===== config.mk =====
export PLATFORM = sky130hd
export DESIGN_NAME = converter_fault_supervisor
export DESIGN_NICKNAME = d
export VERILOG_FILES = /design/src/hdl/fault_sup_pkg.sv /design/src/hdl/fault_sup_if.sv /design/src/hdl/qual_timer.sv /design/src/hdl/fault_supervisor.sv
export SDC_FILE = /design/constraint.sdc
export NUM_CORES = 1
export LEC_CHECK = 0
export BUFFER_PORTS_ARGS = -buffer_cell sky130_fd_sc_hd__buf_2
export CAP_MARGIN = 20
export CORE_ASPECT_RATIO = 1.4
export CORE_MARGIN = 8
export CORE_UTILIZATION = 50
export CTS_CLUSTER_DIAMETER = 60
export DETAILED_ROUTE_END_ITERATION = 8
export GPL_TIMING_DRIVEN = 0
export PLACE_DENSITY_LB_ADDON = 0.05
export SLEW_MARGIN = 20
export SYNTH_ARGS = -nofsm -noshare
export SYNTH_HDL_FRONTEND = slang
export SYNTH_SLANG_ARGS = --single-unit

===== constraint.sdc =====
create_clock -name CORE_CLK_IN -period 7.3 [get_ports CORE_CLK_IN]
set_input_delay 1.095 -clock CORE_CLK_IN [delete_from_list [all_inputs] [get_ports CORE_CLK_IN]]
set_output_delay 1.095 -clock CORE_CLK_IN [all_outputs]
set_load 0.005 [all_outputs]

===== src/hdl/fault_sup_pkg.sv =====
// shared constants, types and register layout for the converter fault supervisor
// assumes a single 100 MHz core clock and synchronous active-high reset
// How it works
// - overtemperature stops conversion and drives the fault line low.
// - after overtemperature, restart only once temperature is back below threshold.
// - overtemperature sets byte 2 bit 0 of the status register at F0h.
// - an external pull-down of the fault line shuts the device down.
// - fault line pulled low externally sets byte 1 bit 0.
// - absolute output overvoltage shuts the device down.
// - absolute output overvoltage sets byte 0 bit 5.
// - relative overvoltage longer than its timeout shuts the device down.
// - relative overvoltage masked in soft start and one timeout after setpoint change.
// - relative overvoltage sets byte 1 bit 5.
// - amplifier overload longer than its timeout in run shuts down and drives fault line.
// - amplifier overload sets byte 2 bit 2.
// - overcurrent longer than its timeout in soft start or run shuts down.
// - regulator-stage overcurrent sets slow-limit flag, plus negative flag if output negative; multiplier only sets fall flag.
// - overcurrent restart delay chosen by the stage that shut down.
// - short circuit stops quickly, sets fast-limit flags, restarts after protection recovery.
// - input faults, overtemperature and fault line low block restart while present.
// - load faults retry startup repeatedly after a delay.
// - fault line is open drain, released when enabled and fault free.
// - enable floating or high enables; pulled low disables.
package fault_sup_pkg;
    localparam int unsigned CLK_HZ              = 100_000_000;
    localparam int unsigned RELOV_TIMEOUT_US    = 10;
    localparam int unsigned OVLD_TIMEOUT_US     = 10;
    localparam int unsigned OC_TIMEOUT_US       = 10;
    localparam int unsigned PROT_RECOVERY_US    = 30;
    localparam int unsigned OC_RECOVERY_US      = 20;
    localparam int unsigned SOFTSTART_US        = 20;
    localparam int unsigned RELOV_CYC  = RELOV_TIMEOUT_US * (CLK_HZ / 1_000_000);
    localparam int unsigned OVLD_CYC   = OVLD_TIMEOUT_US * (CLK_HZ / 1_000_000);
    localparam int unsigned OC_CYC     = OC_TIMEOUT_US * (CLK_HZ / 1_000_000);
    localparam int unsigned PROT_CYC   = PROT_RECOVERY_US * (CLK_HZ / 1_000_000);
    localparam int unsigned OCREC_CYC  = OC_RECOVERY_US * (CLK_HZ / 1_000_000);
    localparam int unsigned SS_CYC     = SOFTSTART_US * (CLK_HZ / 1_000_000);
    localparam int unsigned TW         = 16;
    localparam int unsigned ECHO_CYC   = 6;
    // enable and fault line idle high, fault comparators idle low
    localparam logic [12:0] SYNC_IDLE  = 13'h1800;

    localparam logic [7:0] FAULT_STATUS_CMD = 8'hF0;
    localparam int unsigned STATUS_W        = 24;
    localparam logic [23:0] STATUS_RESET    = 24'h00_0000;
    // field positions within the 24-bit register
    localparam int unsigned B_IN_UV    = 3;
    localparam int unsigned B_IN_OV    = 4;
    localparam int unsigned B_OUT_OV   = 5;
    localparam int unsigned B_FLT_FALL = 8;
    localparam int unsigned B_NEG_OUT  = 9;
    localparam int unsigned B_Q1_FAST  = 10;
    localparam int unsigned B_Q3_FAST  = 11;
    localparam int unsigned B_Q3_SLOW  = 12;
    localparam int unsigned B_REL_OV   = 13;
    localparam int unsigned B_OT       = 16;
    localparam int unsigned B_OVLD     = 18;

    typedef enum logic [1:0] {
        ST_OFF     = 2'b00,
        ST_START   = 2'b01,
        ST_RUN     = 2'b10,
        ST_RECOVER = 2'b11
    } state_t;
endpackage


===== src/hdl/fault_sup_if.sv =====
// carrier between the supervisor top and its qualification timer
// assumes both ends on the core clock
`timescale 1ns/100ps
`default_nettype none
interface fault_sup_if;
    logic        cond;
    logic [15:0] limit;
    logic        expired;
    modport owner (output cond, output limit, input expired);
    modport timer (input cond, input limit, output expired);
endinterface
`default_nettype wire


===== src/hdl/qual_timer.sv =====
// persistence timer: expired after cond holds continuously beyond limit cycles
// assumes cond is synchronous to clk
`timescale 1ns/100ps
`default_nettype none
module qual_timer (
    input  wire logic clk,
    input  wire logic rst,
    fault_sup_if.timer t
);
    typedef struct packed {
        logic [15:0] cnt;
        logic        exp;
    } tstate_t;
    tstate_t s_q;
    tstate_t s_d;
    always_comb begin
        s_d = s_q;
        if (!t.cond) begin
            s_d.cnt = 16'h0000;
            s_d.exp = 1'b0;
        end else if (s_q.cnt >= t.limit) begin
            s_d.exp = 1'b1;
        end else begin
            s_d.cnt = s_q.cnt + 16'h0001;
        end
    end
    always_ff @(posedge clk) begin
        if (rst) begin
            s_q <= '0;
        end else begin
            s_q <= s_d;
        end
    end
    assign t.expired = s_q.exp;
endmodule
`default_nettype wire


===== src/hdl/fault_supervisor.sv =====
// converter fault supervisor: detects faults, drives fault line, holds status flags
// assumes comparator levels arrive asynchronously; register read via documented command port
`timescale 1ns/100ps
`default_nettype none
module converter_fault_supervisor (
    // clock and reset
    input  wire logic        CORE_CLK_IN,
    input  wire logic        RESET_IN,
    // comparator and pin levels, asynchronous
    input  wire logic        ENABLE_IN,
    input  wire logic        FAULT_LINE_N_IN,
    input  wire logic        OVERTEMP_IN,
    input  wire logic        IN_UV_IN,
    input  wire logic        IN_OV_IN,
    input  wire logic        OUT_OV_IN,
    input  wire logic        REL_OV_IN,
    input  wire logic        AMP_OVLD_IN,
    input  wire logic        OC_REG_IN,
    input  wire logic        OC_MULT_IN,
    input  wire logic        NEG_OUT_IN,
    input  wire logic        SHORT_Q1_IN,
    input  wire logic        SHORT_Q3_IN,
    // setpoint change pulse, core domain
    input  wire logic        SETPOINT_CHG_IN,
    // command port
    input  wire logic        CMD_RD_IN,
    input  wire logic [7:0]  CMD_CODE_IN,
    input  wire logic        CMD_CLR_IN,
    output logic [23:0]      RD_DATA_OUT,
    output logic             RD_VALID_OUT,
    // power stage and fault line
    output logic             POWER_RUN_OUT,
    output logic             SOFT_START_OUT,
    output logic             FAULT_LINE_N_OUT,
    output logic             FAULT_LINE_N_OE_OUT
);
    localparam int unsigned NSYNC = 13;

    typedef struct packed {
        logic [NSYNC-1:0] s1;
        logic [NSYNC-1:0] s2;
        logic [NSYNC-1:0] s3;
        logic [NSYNC-1:0] lvl;
        fault_sup_pkg::state_t st;
        logic [15:0] cnt;
        logic [15:0] mask_cnt;
        logic        oc_slow_rec;
        logic        self_drive;
        logic [23:0] flags;
        logic [23:0] rd;
        logic        rdv;
        logic [fault_sup_pkg::ECHO_CYC-1:0] echo;
        logic        run;
        logic        ss;
        logic        oe_n;
    } state_s_t;

    state_s_t q;
    state_s_t d;

    logic [NSYNC-1:0] raw;
    logic en, ext_low, ot, uv, ov, oov, rov, ovld, ocr, ocm, neg, sq1, sq3;
    logic rel_ov_q, ovld_q, oc_q;
    logic persist_fault, load_fault, any_fault, ext_pull;
    logic [23:0] set_bits;

    fault_sup_if t_rov ();
    fault_sup_if t_ovl ();
    fault_sup_if t_oc ();

    assign raw = {ENABLE_IN, FAULT_LINE_N_IN, OVERTEMP_IN, IN_UV_IN, IN_OV_IN, OUT_OV_IN, REL_OV_IN,
                  AMP_OVLD_IN, OC_REG_IN, OC_MULT_IN, NEG_OUT_IN, SHORT_Q1_IN, SHORT_Q3_IN};
    assign {en, ext_low, ot, uv, ov, oov, rov, ovld, ocr, ocm, neg, sq1, sq3} = q.lvl;

    // relative overvoltage only counts in run and outside the setpoint mask
    assign t_rov.cond  = rov && (q.st == fault_sup_pkg::ST_RUN) && (q.mask_cnt == 16'h0000);
    assign t_rov.limit = 16'(fault_sup_pkg::RELOV_CYC);
    assign t_ovl.cond  = ovld && (q.st == fault_sup_pkg::ST_RUN);
    assign t_ovl.limit = 16'(fault_sup_pkg::OVLD_CYC);
    assign t_oc.cond   = (ocr || ocm) && (q.st == fault_sup_pkg::ST_RUN || q.st == fault_sup_pkg::ST_START);
    assign t_oc.limit  = 16'(fault_sup_pkg::OC_CYC);
    assign rel_ov_q = t_rov.expired;
    assign ovld_q   = t_ovl.expired;
    assign oc_q     = t_oc.expired;

    qual_timer u_tmr_rov (.clk(CORE_CLK_IN), .rst(RESET_IN), .t(t_rov));
    qual_timer u_tmr_ovl (.clk(CORE_CLK_IN), .rst(RESET_IN), .t(t_ovl));
    qual_timer u_tmr_oc  (.clk(CORE_CLK_IN), .rst(RESET_IN), .t(t_oc));

    // external pull-down counts only once our own drive and its sync echo are gone
    assign ext_pull      = !ext_low && !q.self_drive && (q.echo == '0);
    assign persist_fault = ot || uv || ov || ext_pull;
    assign load_fault    = oov || rel_ov_q || ovld_q || oc_q || sq1 || sq3;
    assign any_fault     = persist_fault || load_fault;

    always_comb begin
        set_bits = 24'h00_0000;
        set_bits[fault_sup_pkg::B_OT]       = ot;
        set_bits[fault_sup_pkg::B_IN_UV]    = uv;
        set_bits[fault_sup_pkg::B_IN_OV]    = ov;
        set_bits[fault_sup_pkg::B_OUT_OV]   = oov;
        set_bits[fault_sup_pkg::B_REL_OV]   = rel_ov_q;
        set_bits[fault_sup_pkg::B_OVLD]     = ovld_q;
        set_bits[fault_sup_pkg::B_FLT_FALL] = ext_pull || (oc_q && ocm && !ocr);
        set_bits[fault_sup_pkg::B_NEG_OUT]  = neg && ((oc_q && ocr) || sq1 || sq3);
        set_bits[fault_sup_pkg::B_Q3_SLOW]  = oc_q && ocr;
        set_bits[fault_sup_pkg::B_Q1_FAST]  = sq1;
        set_bits[fault_sup_pkg::B_Q3_FAST]  = sq3;
    end

    always_comb begin
        d = q;
        d.s1  = raw;
        d.s2  = q.s1;
        d.s3  = q.s2;
        d.echo = {q.echo[fault_sup_pkg::ECHO_CYC-2:0], q.self_drive};
        for (int i = 0; i < NSYNC; i++) begin
            if (q.s2[i] == q.s3[i]) begin
                d.lvl[i] = q.s3[i];
            end
        end
        d.rdv = 1'b0;
        // set wins over clear
        d.flags = (CMD_CLR_IN ? 24'h00_0000 : q.flags) | set_bits;
        if (CMD_RD_IN) begin
            d.rdv = 1'b1;
            d.rd  = (CMD_CODE_IN == fault_sup_pkg::FAULT_STATUS_CMD) ? q.flags : 24'h00_0000;
        end
        if (SETPOINT_CHG_IN) begin
            d.mask_cnt = 16'(fault_sup_pkg::RELOV_CYC);
        end else if (q.mask_cnt != 16'h0000) begin
            d.mask_cnt = q.mask_cnt - 16'h0001;
        end
        case (q.st)
            fault_sup_pkg::ST_OFF: begin
                d.self_drive = 1'b0;
                if (en && !persist_fault && (q.echo == '0)) begin
                    d.st  = fault_sup_pkg::ST_START;
                    d.cnt = 16'(fault_sup_pkg::SS_CYC);
                end
            end
            fault_sup_pkg::ST_START: begin
                d.cnt = q.cnt - 16'h0001;
                if (any_fault || !en) begin
                    d.st         = fault_sup_pkg::ST_RECOVER;
                    d.self_drive = any_fault;
                    d.oc_slow_rec = oc_q && ocm && !ocr;
                    d.cnt        = (oc_q && ocm && !ocr) ? 16'(fault_sup_pkg::OCREC_CYC)
                                                         : 16'(fault_sup_pkg::PROT_CYC);
                end else if (q.cnt == 16'h0000) begin
                    d.st = fault_sup_pkg::ST_RUN;
                end
            end
            fault_sup_pkg::ST_RUN: begin
                if (any_fault || !en) begin
                    d.st          = fault_sup_pkg::ST_RECOVER;
                    d.self_drive  = any_fault;
                    d.oc_slow_rec = oc_q && ocm && !ocr;
                    d.cnt         = (oc_q && ocm && !ocr) ? 16'(fault_sup_pkg::OCREC_CYC)
                                                          : 16'(fault_sup_pkg::PROT_CYC);
                end
            end
            fault_sup_pkg::ST_RECOVER: begin
                // wait until overtemperature and input faults clear, then count recovery
                if (ot || uv || ov) begin
                    d.cnt = q.oc_slow_rec ? 16'(fault_sup_pkg::OCREC_CYC) : 16'(fault_sup_pkg::PROT_CYC);
                end else if (q.cnt != 16'h0000) begin
                    d.cnt = q.cnt - 16'h0001;
                end else begin
                    d.st         = fault_sup_pkg::ST_OFF;
                    d.self_drive = 1'b0;
                end
            end
            default: begin
                d.st = fault_sup_pkg::ST_OFF;
            end
        endcase
        // outputs registered from the next state
        d.run  = (d.st == fault_sup_pkg::ST_START) || (d.st == fault_sup_pkg::ST_RUN);
        d.ss   = (d.st == fault_sup_pkg::ST_START);
        d.oe_n = !d.self_drive;
    end

    always_ff @(posedge CORE_CLK_IN) begin
        if (RESET_IN) begin
            q <= '{s1: fault_sup_pkg::SYNC_IDLE, s2: fault_sup_pkg::SYNC_IDLE,
                   s3: fault_sup_pkg::SYNC_IDLE, lvl: fault_sup_pkg::SYNC_IDLE,
                   st: fault_sup_pkg::ST_OFF, cnt: 16'h0000, mask_cnt: 16'h0000,
                   oc_slow_rec: 1'b0, self_drive: 1'b0, flags: fault_sup_pkg::STATUS_RESET,
                   rd: 24'h00_0000, rdv: 1'b0, echo: '0, run: 1'b0, ss: 1'b0, oe_n: 1'b1};
        end else begin
            q <= d;
        end
    end

    assign RD_DATA_OUT         = q.rd;
    assign RD_VALID_OUT        = q.rdv;
    assign POWER_RUN_OUT       = q.run;
    assign SOFT_START_OUT      = q.ss;
    // open drain: always drive low value, enable active low
    assign FAULT_LINE_N_OUT    = 1'b0;
    assign FAULT_LINE_N_OE_OUT = q.oe_n;
endmodule
`default_nettype wire


==> results.py, run 1 <==
metrics = {
    "drt": {
        "ant_nets": 0,
        "via_per_inst": 5.29,
        "wirelength_mm": 14.8,
        "drt_first_iter_violations": 302,
        "drc": 0,
        "wl_per_cell_um": 14.2,
        "drt_pass1_iterations": 5,
        "num_vias": 5496,
    },
    "synthesis": {
        "synth_warnings": 0,
        "synth_top_area_frac": 0.490,
        "synthArstFlopShare": 0,
        "synth_flop_cell": "dfxtp_1",
        "synth_cell_type_count": 62,
        "netlist_area_mm2": 0.00699,
        "synth_area_per_cell_um2": 9.08,
        "synth_edf_count": 0,
        "synthCells": 770,
        "ys_seq_area_frac": 0.490,
        "synth_area_leader_cell": "dfxtp_1",
        "ys_ff_latch": 171,
        "synthTopCellsByArea": "dfxtp_1 (49%), a21oi_1 (5.0%), nor2b_1 (4.9%), nor2_1 (4.6%), buf_4 (2.7%)",
    },
    "critical_path": {
        "crit_family": "simple AND/OR/NAND/NOR gates",
        "rrSetupSlack_ns": 4.21,
        "crit_fanout": 6,
        "critPathSlowestCell": "nor4b_2",
        "arrival_ns": 3.44,
        "slowest_delay_ns": 0.57,
        "ff2ff_path_depth": 9,
        "worstReg2RegStart": "q[76]",
        "cp-end-kind": "flop",
        "crit_buf_inv": 1,
        "cp_cell_sequence": "inv_1 -> ha_1 -> or3b_2 -> nor4b_2 -> nand2_1 -> a21o_1 -> a311o_1 -> ha_1 -> nor2_1",
        "r2r-end": "POWER_RUN_OUT",
        "critical_path.startpoint": "q[76]",
        "cp-start-kind": "flop",
        "worstSetupPathType": "reg -> reg",
        "cpMostUsedCell": "ha_1",
        "critPathRequiredTime_ns": 7.65,
    },
    "layout": {
        "postLayoutCellArea_mm2": 0.00807,
        "drive_gt1_frac": 0.141,
        "final_cell_mix": "dfxtp_1 (171), nor2_1 (85), a21oi_1 (70), nor2b_1 (55), nand2_1 (50)",
        "nNetsFinal": 881,
        "layout_commonest_cell": "dfxtp_1",
        "areaGrowthSynthToFinish_pct": 15.5,
        "fin_util": 0.586,
        "num_antenna_cells": 0,
        "fin_cells": 1039,
    },
    "sta": {
        "final_hold_viol_count": 0,
        "max_freq_mhz": 323,
        "setup_slack_ns": 4.21,
        "fin_hold_ws_ns": 0.413,
        "slew_headroom": 0.326,
        "finalSetupTns_ns": 0,
        "finalCritPeriodShare": 0.424,
        "rsz0062_at_grt": "false",
        "setup_viol": 0,
        "tightest_slew_ns": 1.00,
        "fin_crit_ns": 3.09,
        "slew_viol_final": 0,
        "fin_skew_ns": 0.00698,
    },
    "clock_network": {
        "cts_made_buffers": 17,
        "hold_buffers": 0,
        "post_cts_buffers": 0,
        "cts.repair.resized": 0,
        "cts_root_buffer": "clkbuf_16",
        "clk_pin_slew_ns": 0.06,
        "cts_tree": "built",
        "h-tree-depth": 4,
        "clock-sinks": 171,
        "clock_latency_ns": 0.42,
        "clk_path_buf_depth": 2,
    },
    "power_and_ir_drop": {
        "vdd_drop_max_uv": 164,
        "p_leak_nw": 3.16,
        "finalPower_mw": 2.03,
        "powerDensity_mw_per_mm2": 252,
    },
    "hold_path": {
        "min_path_cells": 1,
        "hold_end": "d[119]",
        "min_from": "d[132]",
        "hp-class": "reg -> reg",
    },
    "global_routing": {
        "grt_overflow": 0,
        "grt_pass1_vias": 5347,
        "track_usage": 0.172,
        "antenna_found_initial": 0,
        "grt_max_degree": 17,
        "grt_pass1_wl_mm": 25.1,
    },
    "die": {
        "die_area_mm2": 0.0181,
        "die_height_um": 156,
        "rows": 51,
        "die_w_um": 116,
        "core_mm2": 0.0138,
        "start_util": 0.507,
        "io_pins": 55,
    },
    "place": {
        "dp_cells": 1007,
        "post-place-ws_ns": 4.27,
        "place_area_mm2": 0.00746,
        "hpwl_mm": 10.8,
        "io_buffer_count": 39,
        "place.gp.congestion": 0.910,
    },
    "run": {
        "maxCapViolCount": 0,
    },
    "outcome": {
        "status": "finished clean",
    },
}
-- worst max-delay path by stage --
stage                          to  slack, ns  cells past startpoint
finish              POWER_RUN_OUT       4.21                      9
global route        POWER_RUN_OUT       4.07                      9
CTS                 POWER_RUN_OUT       4.24                      9
detailed placement  POWER_RUN_OUT       4.27                      9
global placement    POWER_RUN_OUT       4.33                      9
floorplan           POWER_RUN_OUT       4.68                      9
-- where the power goes --
part	switching [mW]	internal, mW	leakage, nW
Combinational	0.0868	0.0642	1.48
Clock	0.369	0.536	0.293
Sequential	0.0183	0.956	1.39
Total	0.474	1.56	3.16
-- state kept, by name (all words and copies together), names as in the netlist, 11 cells and up --
name and flops:
d 32, RD_DATA_OUT 11, u_tmr_ovl.s_q 16, u_tmr_oc.s_q 16, q 64, u_tmr_rov.s_q 16
-- layout make-up --
class / instances / area (um^2)
timing repair buffer: 39 / 195
tap: 185 / 231
multi-input combinational: 540 / 3230
clock buffer: 21 / 470
clock inverter: 11 / 136
sequential: 171 / 3420
buffer: 49 / 294
inverter: 23 / 86.3
fill: 1284 / 5710
-- layer usage --
metal  up-vias  wire, um  track usage
li1       2762         -            -
met1      2594      6530        0.203
met2       113      7310        0.291
met3        27       654       0.0395
met4         0       296       0.0719
met5         -         0            0
-- Yosys cell counts, drive strengths merged (14+ instances only) --
master  number
nand2       50
nor2        85
ha          14
clkbuf      20
a21oi       71
xnor2       20
nor2b       55
buf         29
xor2        20
dfxtp      171
o21ai       32
inv         22
nor3        14
and2        17
nand3       15
-- worst register-to-register path: cells and delay by family (launching register included) --
kind | cells | cell delay (ns)
AO/OA/AOI/OAI | 2 | 0.61
adder cells (fa/ha/maj) | 2 | 0.51
buffers and inverters | 1 | 0.08
flip-flops | 1 | 0.34
AND/OR/NAND/NOR | 4 | 1.47
-- cells by family (layout without fill, tap and decap cells) --
kind of cell	count (synthesis)	in the layout	share of synthesized area
AND/OR/NAND/NOR	318	318	0.242
flip-flops	171	171	0.490
AO/OA/AOI/OAI	151	151	0.134
adder cells (fa/ha/maj)	14	14	0.0251
XOR/XNOR	40	40	0.0501
other	1	14	0.000537
multiplexers	3	3	0.00430
buffers and inverters	72	143	0.0544
No activity file was read; power rests on OpenSTA's default activity.
==> inputs of run 2 (changes only) <==
- clock period: 7.3 -> 3.1 ns (I/O delays scaled with it)
==> run 2 against run 1 <==
  * Flip-flop and latch count unchanged
  * Final cell count is the same
  * Global-route usage did not move
  * Critical path depth stayed put
  * Sequential share of layout area about the same
  * Critical endpoint unchanged
==> results.py, run 2 (synthesized netlist as in run 1, its figures left out) <==
metrics = {
    "layout": {
        "areaGrowthSynthToFinish_pct": 15.6,
        "num_antenna_cells": 0,
        "multiInputGateArea_mm2": 0.00324,
        "nNetsFinal": 881,
        "largest_reg_flops": 64,
        "nFillCells": 1282,
        "drive_gt1_frac": 0.141,
        "regArea_mm2": 0.00342,
        "fin_util": 0.586,
        "layout_commonest_cell": "dfxtp_1",
        "regMostFlops": "q",
        "final_cell_mix": "dfxtp_1 (171), nor2_1 (85), a21oi_1 (70), nor2b_1 (55), nand2_1 (50)",
    },
    "drt": {
        "drc": 0,
        "wirelength_mm": 14.7,
        "wl_per_cell_um": 14.2,
        "drt_first_iter_violations": 300,
        "num_vias": 5468,
        "drt_pass1_iterations": 4,
        "via_per_inst": 5.26,
        "ant_nets": 0,
    },
    "place": {
        "hpwl_mm": 10.8,
        "place.gp.congestion": 0.910,
        "io_buffer_count": 39,
    },
    "sta": {
        "final_hold_viol_count": 0,
        "setup_viol": 0,
        "finalCritPeriodShare": 0.941,
        "tightest_slew_ns": 1.02,
        "fin_crit_ns": 2.92,
        "finalSetupTns_ns": 0,
        "slew_viol_final": 0,
        "slew_headroom": 0.317,
        "max_freq_mhz": 343,
        "fin_hold_ws_ns": 0.243,
        "fin_skew_ns": 0.00597,
        "rsz0062_at_grt": "false",
    },
    "clock_network": {
        "cts_made_buffers": 17,
        "clk_pin_slew_ns": 0.06,
        "hold_buffers": 0,
        "h-tree-depth": 4,
        "cts_root_buffer": "clkbuf_16",
        "cts.repair.resized": 0,
        "clock_latency_ns": 0.42,
        "post_cts_buffers": 0,
        "clk_path_buf_depth": 2,
        "clock-sinks": 171,
        "cts_tree": "built",
    },
    "global_routing": {
        "grt_overflow": 0,
        "track_usage": 0.172,
        "grt_pass1_wl_mm": 25.1,
        "antenna_found_initial": 0,
        "grt_pass1_vias": 5347,
        "grt_max_degree": 17,
    },
    "critical_path": {
        "slowest_delay_ns": 0.53,
        "critPathSlowestCell": "or3b_2",
        "cp_cell_sequence": "inv_1 -> ha_1 -> or3b_2 -> nor4b_4 -> nand2_1 -> a21o_1 -> a311o_1 -> ha_1 -> nor2_1",
        "cp-end-kind": "flop",
        "critPathRequiredTime_ns": 3.45,
        "arrival_ns": 3.27,
        "cp-start-kind": "flop",
        "cpMostUsedCell": "ha_1",
        "worstSetupPathType": "reg -> reg",
        "crit_fanout": 6,
    },
    "die": {
        "io_pins": 55,
        "start_util": 0.507,
        "die_area_mm2": 0.0181,
        "die_w_um": 116,
        "core_mm2": 0.0138,
        "die_height_um": 156,
        "rows": 51,
    },
    "power_and_ir_drop": {
        "p_switching_mw": 1.12,
        "powerDensity_mw_per_mm2": 592,
        "p_int_mw": 3.67,
        "p_seq_frac": 0.480,
        "power_frac_comb": 0.075,
        "vdd_drop_max_uv": 385,
        "p_leak_nw": 3.17,
        "pwr-share-clk": 0.445,
        "switching_share": 0.234,
    },
    "run": {
        "maxCapViolCount": 0,
    },
    "outcome": {
        "status": "finished clean",
    },
    "hold_path": {
        "hp-class": "in -> reg",
    },
}
==> run 2: cell counts in the layout (fill, tap and decap cells not counted) <==
Identical to the previous run, type by type.
==> run 2: power by group through the flow <==
stage	logic [mW]	registers, mW	clock network [mW]
finish	0.359	2.29	2.13
global route	0.400	2.30	2.28
CTS	0.355	2.29	2.18
detailed placement	0.354	2.34	0
global placement	0.345	2.34	0
floorplan	0.265	2.33	0
==> run 2: path summary, 6_finish.rpt <==
check | start | end | slack [ns] | depth (start not counted)
setup / recovery | q[76] | POWER_RUN_OUT | 0.18 | 9
hold / removal | ENABLE_IN | d[132] | 0.24 | 2
setup reg to reg | q[76] | POWER_RUN_OUT | 0.18 | 9
hold reg to reg | d[132] | d[119] | 0.41 | 1
==> run 2: area by class of cell <==
type / instances / share of cell area
Inverter: 23 / 0.0107
Clock inverter: 11 / 0.0169
Clock buffer: 21 / 0.0582
Timing Repair Buffer: 39 / 0.0242
Tap cell: 185 / 0.0286
Sequential cell: 171 / 0.424
Buffer: 49 / 0.0364
Multi-Input combinational cell: 540 / 0.401
==> run 2: worst max-delay path: cells and delay by family (launching register included) <==
kind / cells / cell delay, ns
buffers and inverters: 1 / 0.08
adder cells (fa/ha/maj): 2 / 0.51
AND/OR/NAND/NOR: 4 / 1.31
AO/OA/AOI/OAI: 2 / 0.59
flip-flops: 1 / 0.34
==> run 2: metal layers <==
metal | routed length, um | global-route usage | vias to the layer above
met5 | 0 | 0 | -
met4 | 280 | 0.0719 | 0
met3 | 645 | 0.0395 | 23
met2 | 7260 | 0.291 | 104
met1 | 6560 | 0.203 | 2582
li1 | - | - | 2759
==> run 2: metrics by stage <==
stage          setup WS (ns)  total power [mW]  cell area (um^2)  cells
2_1_floorplan          0.480              2.60              7040    783
3_3_place_gp           0.126              2.69              7460   1007
3_5_place_dp          0.0701              2.70              7460   1007
4_1_cts               0.0446              4.83              8070   1039
5_1_grt               0.0710              4.98              8080   1039
6_report               0.182              4.78              8080   1039
==> inputs of run 3 (changes only) <==
- BUFFER_PORTS_ARGS: -buffer_cell sky130_fd_sc_hd__buf_2 -> -buffer_cell sky130_fd_sc_hd__buf_4
- CORE_UTILIZATION: 50 -> 54
==> run 3 against run 2 <==
  * Final cell count fell by 3.1%
  * Largest cell class unchanged
  * Register-to-register slack worse by 0.02 ns
  * Combinational power increased by 3%
  * First-iteration DRC count is 19% lower
  * Die area shrank 6.5%
  * Wire length increased by 0.78%
  * Critical path depth did not move
==> results.py, run 3 (synthesized netlist as in run 1, its figures left out) <==
metrics = {
    "clock_network": {
        "clk_pin_slew_ns": 0.07,
        "cts_tree": "built",
        "clk_path_buf_depth": 2,
        "clock_latency_ns": 0.42,
        "clock-sinks": 171,
        "cts_root_buffer": "clkbuf_16",
        "hold_buffers": 0,
        "cts_made_buffers": 17,
        "cts.repair.resized": 1,
        "post_cts_buffers": 0,
        "h-tree-depth": 4,
    },
    "critical_path": {
        "worstSetupPathType": "reg -> reg",
        "arrival_ns": 3.29,
        "cp-end-kind": "flop",
        "crit_fanout": 6,
        "cpMostUsedCell": "ha_1",
        "cp_cell_sequence": "inv_1 -> ha_1 -> or3b_2 -> nor4b_4 -> nand2_1 -> a21o_1 -> a311o_1 -> ha_1 -> nor2_1",
        "critPathSlowestCell": "or3b_2",
        "slowest_delay_ns": 0.53,
        "cp-start-kind": "flop",
        "critPathRequiredTime_ns": 3.45,
    },
    "layout": {
        "fin_util": 0.642,
        "layout_commonest_cell": "dfxtp_1",
        "drive_gt1_frac": 0.142,
        "largest_reg_flops": 64,
        "regMostFlops": "q",
        "nNetsFinal": 881,
        "nFillCells": 1093,
        "final_cell_mix": "dfxtp_1 (171), nor2_1 (85), a21oi_1 (70), buf_4 (64), nor2b_1 (55)",
        "num_antenna_cells": 0,
        "areaGrowthSynthToFinish_pct": 17.1,
    },
    "drt": {
        "wirelength_mm": 14.9,
        "ant_nets": 0,
        "wl_per_cell_um": 14.8,
        "drt_first_iter_violations": 244,
        "num_vias": 5448,
        "drc": 0,
        "via_per_inst": 5.41,
        "drt_pass1_iterations": 5,
    },
    "global_routing": {
        "grt_overflow": 0,
        "antenna_found_initial": 0,
        "track_usage": 0.182,
        "grt_pass1_vias": 5410,
        "grt_pass1_wl_mm": 25.3,
        "grt_max_degree": 17,
    },
    "sta": {
        "slew_viol_final": 0,
        "tightest_slew_ns": 1.05,
        "finalCritPeriodShare": 0.949,
        "fin_hold_ws_ns": 0.226,
        "final_hold_viol_count": 0,
        "max_freq_mhz": 340,
        "setup_viol": 0,
        "fin_skew_ns": 0.00849,
        "rsz0062_at_grt": "false",
        "fin_crit_ns": 2.94,
        "slew_headroom": 0.298,
    },
    "power_and_ir_drop": {
        "p_leak_nw": 3.21,
        "powerDensity_mw_per_mm2": 609,
        "vdd_drop_max_uv": 394,
    },
    "die": {
        "rows": 49,
        "die_height_um": 151,
        "core_mm2": 0.0128,
        "die_area_mm2": 0.0169,
        "start_util": 0.548,
        "io_pins": 55,
        "die_w_um": 112,
    },
    "hold_path": {
        "hp-class": "in -> reg",
    },
    "outcome": {
        "status": "finished clean",
    },
    "run": {
        "maxCapViolCount": 0,
    },
    "place": {
        "place.gp.congestion": 0.912,
        "io_buffer_count": 39,
        "hpwl_mm": 10.8,
    },
}
-- run 3: through the flow --
stage | total power, mW | area, um^2 | setup WS, ns | instances | setup TNS, ns
final | 4.99 | 8190 | 0.159 | 1007 | 0
after global routing | 5.16 | 8190 | 0.0763 | 1007 | 0
after CTS | 5.02 | 8190 | 0.159 | 1007 | 0
after detailed placement | 2.71 | 7520 | -0.00826 | 975 | -0.00826
after global placement | 2.70 | 7520 | 0.0533 | 975 | 0
after floorplan | 2.60 | 7040 | 0.480 | 783 | 0
-- run 3: path summary, 6_finish.rpt --
kind | depth (start not counted) | from | slack [ns] | end
hold reg to reg | 1 | d[131] | 0.42 | d[118]
setup / recovery | 9 | q[76] | 0.16 | POWER_RUN_OUT
setup reg to reg | 9 | q[76] | 0.16 | POWER_RUN_OUT
hold / removal | 2 | FAULT_LINE_N_IN | 0.23 | d[131]
-- run 3: layout make-up --
cell class                      instances  area (um^2)  area share
Sequential cell                       171         3420       0.418
Timing Repair Buffer                   39          293      0.0358
Tap cell                              153          191      0.0234
Inverter                               23         86.3      0.0105
Clock inverter                         13          203      0.0248
Multi-Input combinational cell        540         3240       0.396
Buffer                                 49          294      0.0359
Clock buffer                           19          453      0.0553
-- run 3: layer usage --
metal / track usage / part of all wire / up-vias
li1: - / - / 2759
met1: 0.207 / 0.44 / 2566
met2: 0.320 / 0.50 / 96
met3: 0.0454 / 0.039 / 27
met4: 0.0765 / 0.019 / 0
met5: 0 / 0 / -
-- run 3: where the power goes --
| part | switching, mW | internal [mW] | leakage [nW] |
|---|---|---|---|
| registers | 0.0434 | 2.25 | 1.39 |
| clock network | 0.906 | 1.42 | 0.319 |
| logic | 0.206 | 0.163 | 1.51 |
| total | 1.16 | 3.83 | 3.21 |
-- run 3: critical path, delay by kind of cell, from the launching register on --
| family | cells | cell delay, ns |
|---|---|---|
| and+or+nand+nor | 4 | 1.31 |
| AOI/OAI and AO/OA | 2 | 0.58 |
| adders and majority gates | 2 | 0.54 |
| DFF | 1 | 0.34 |
| buffers and inverters | 1 | 0.08 |
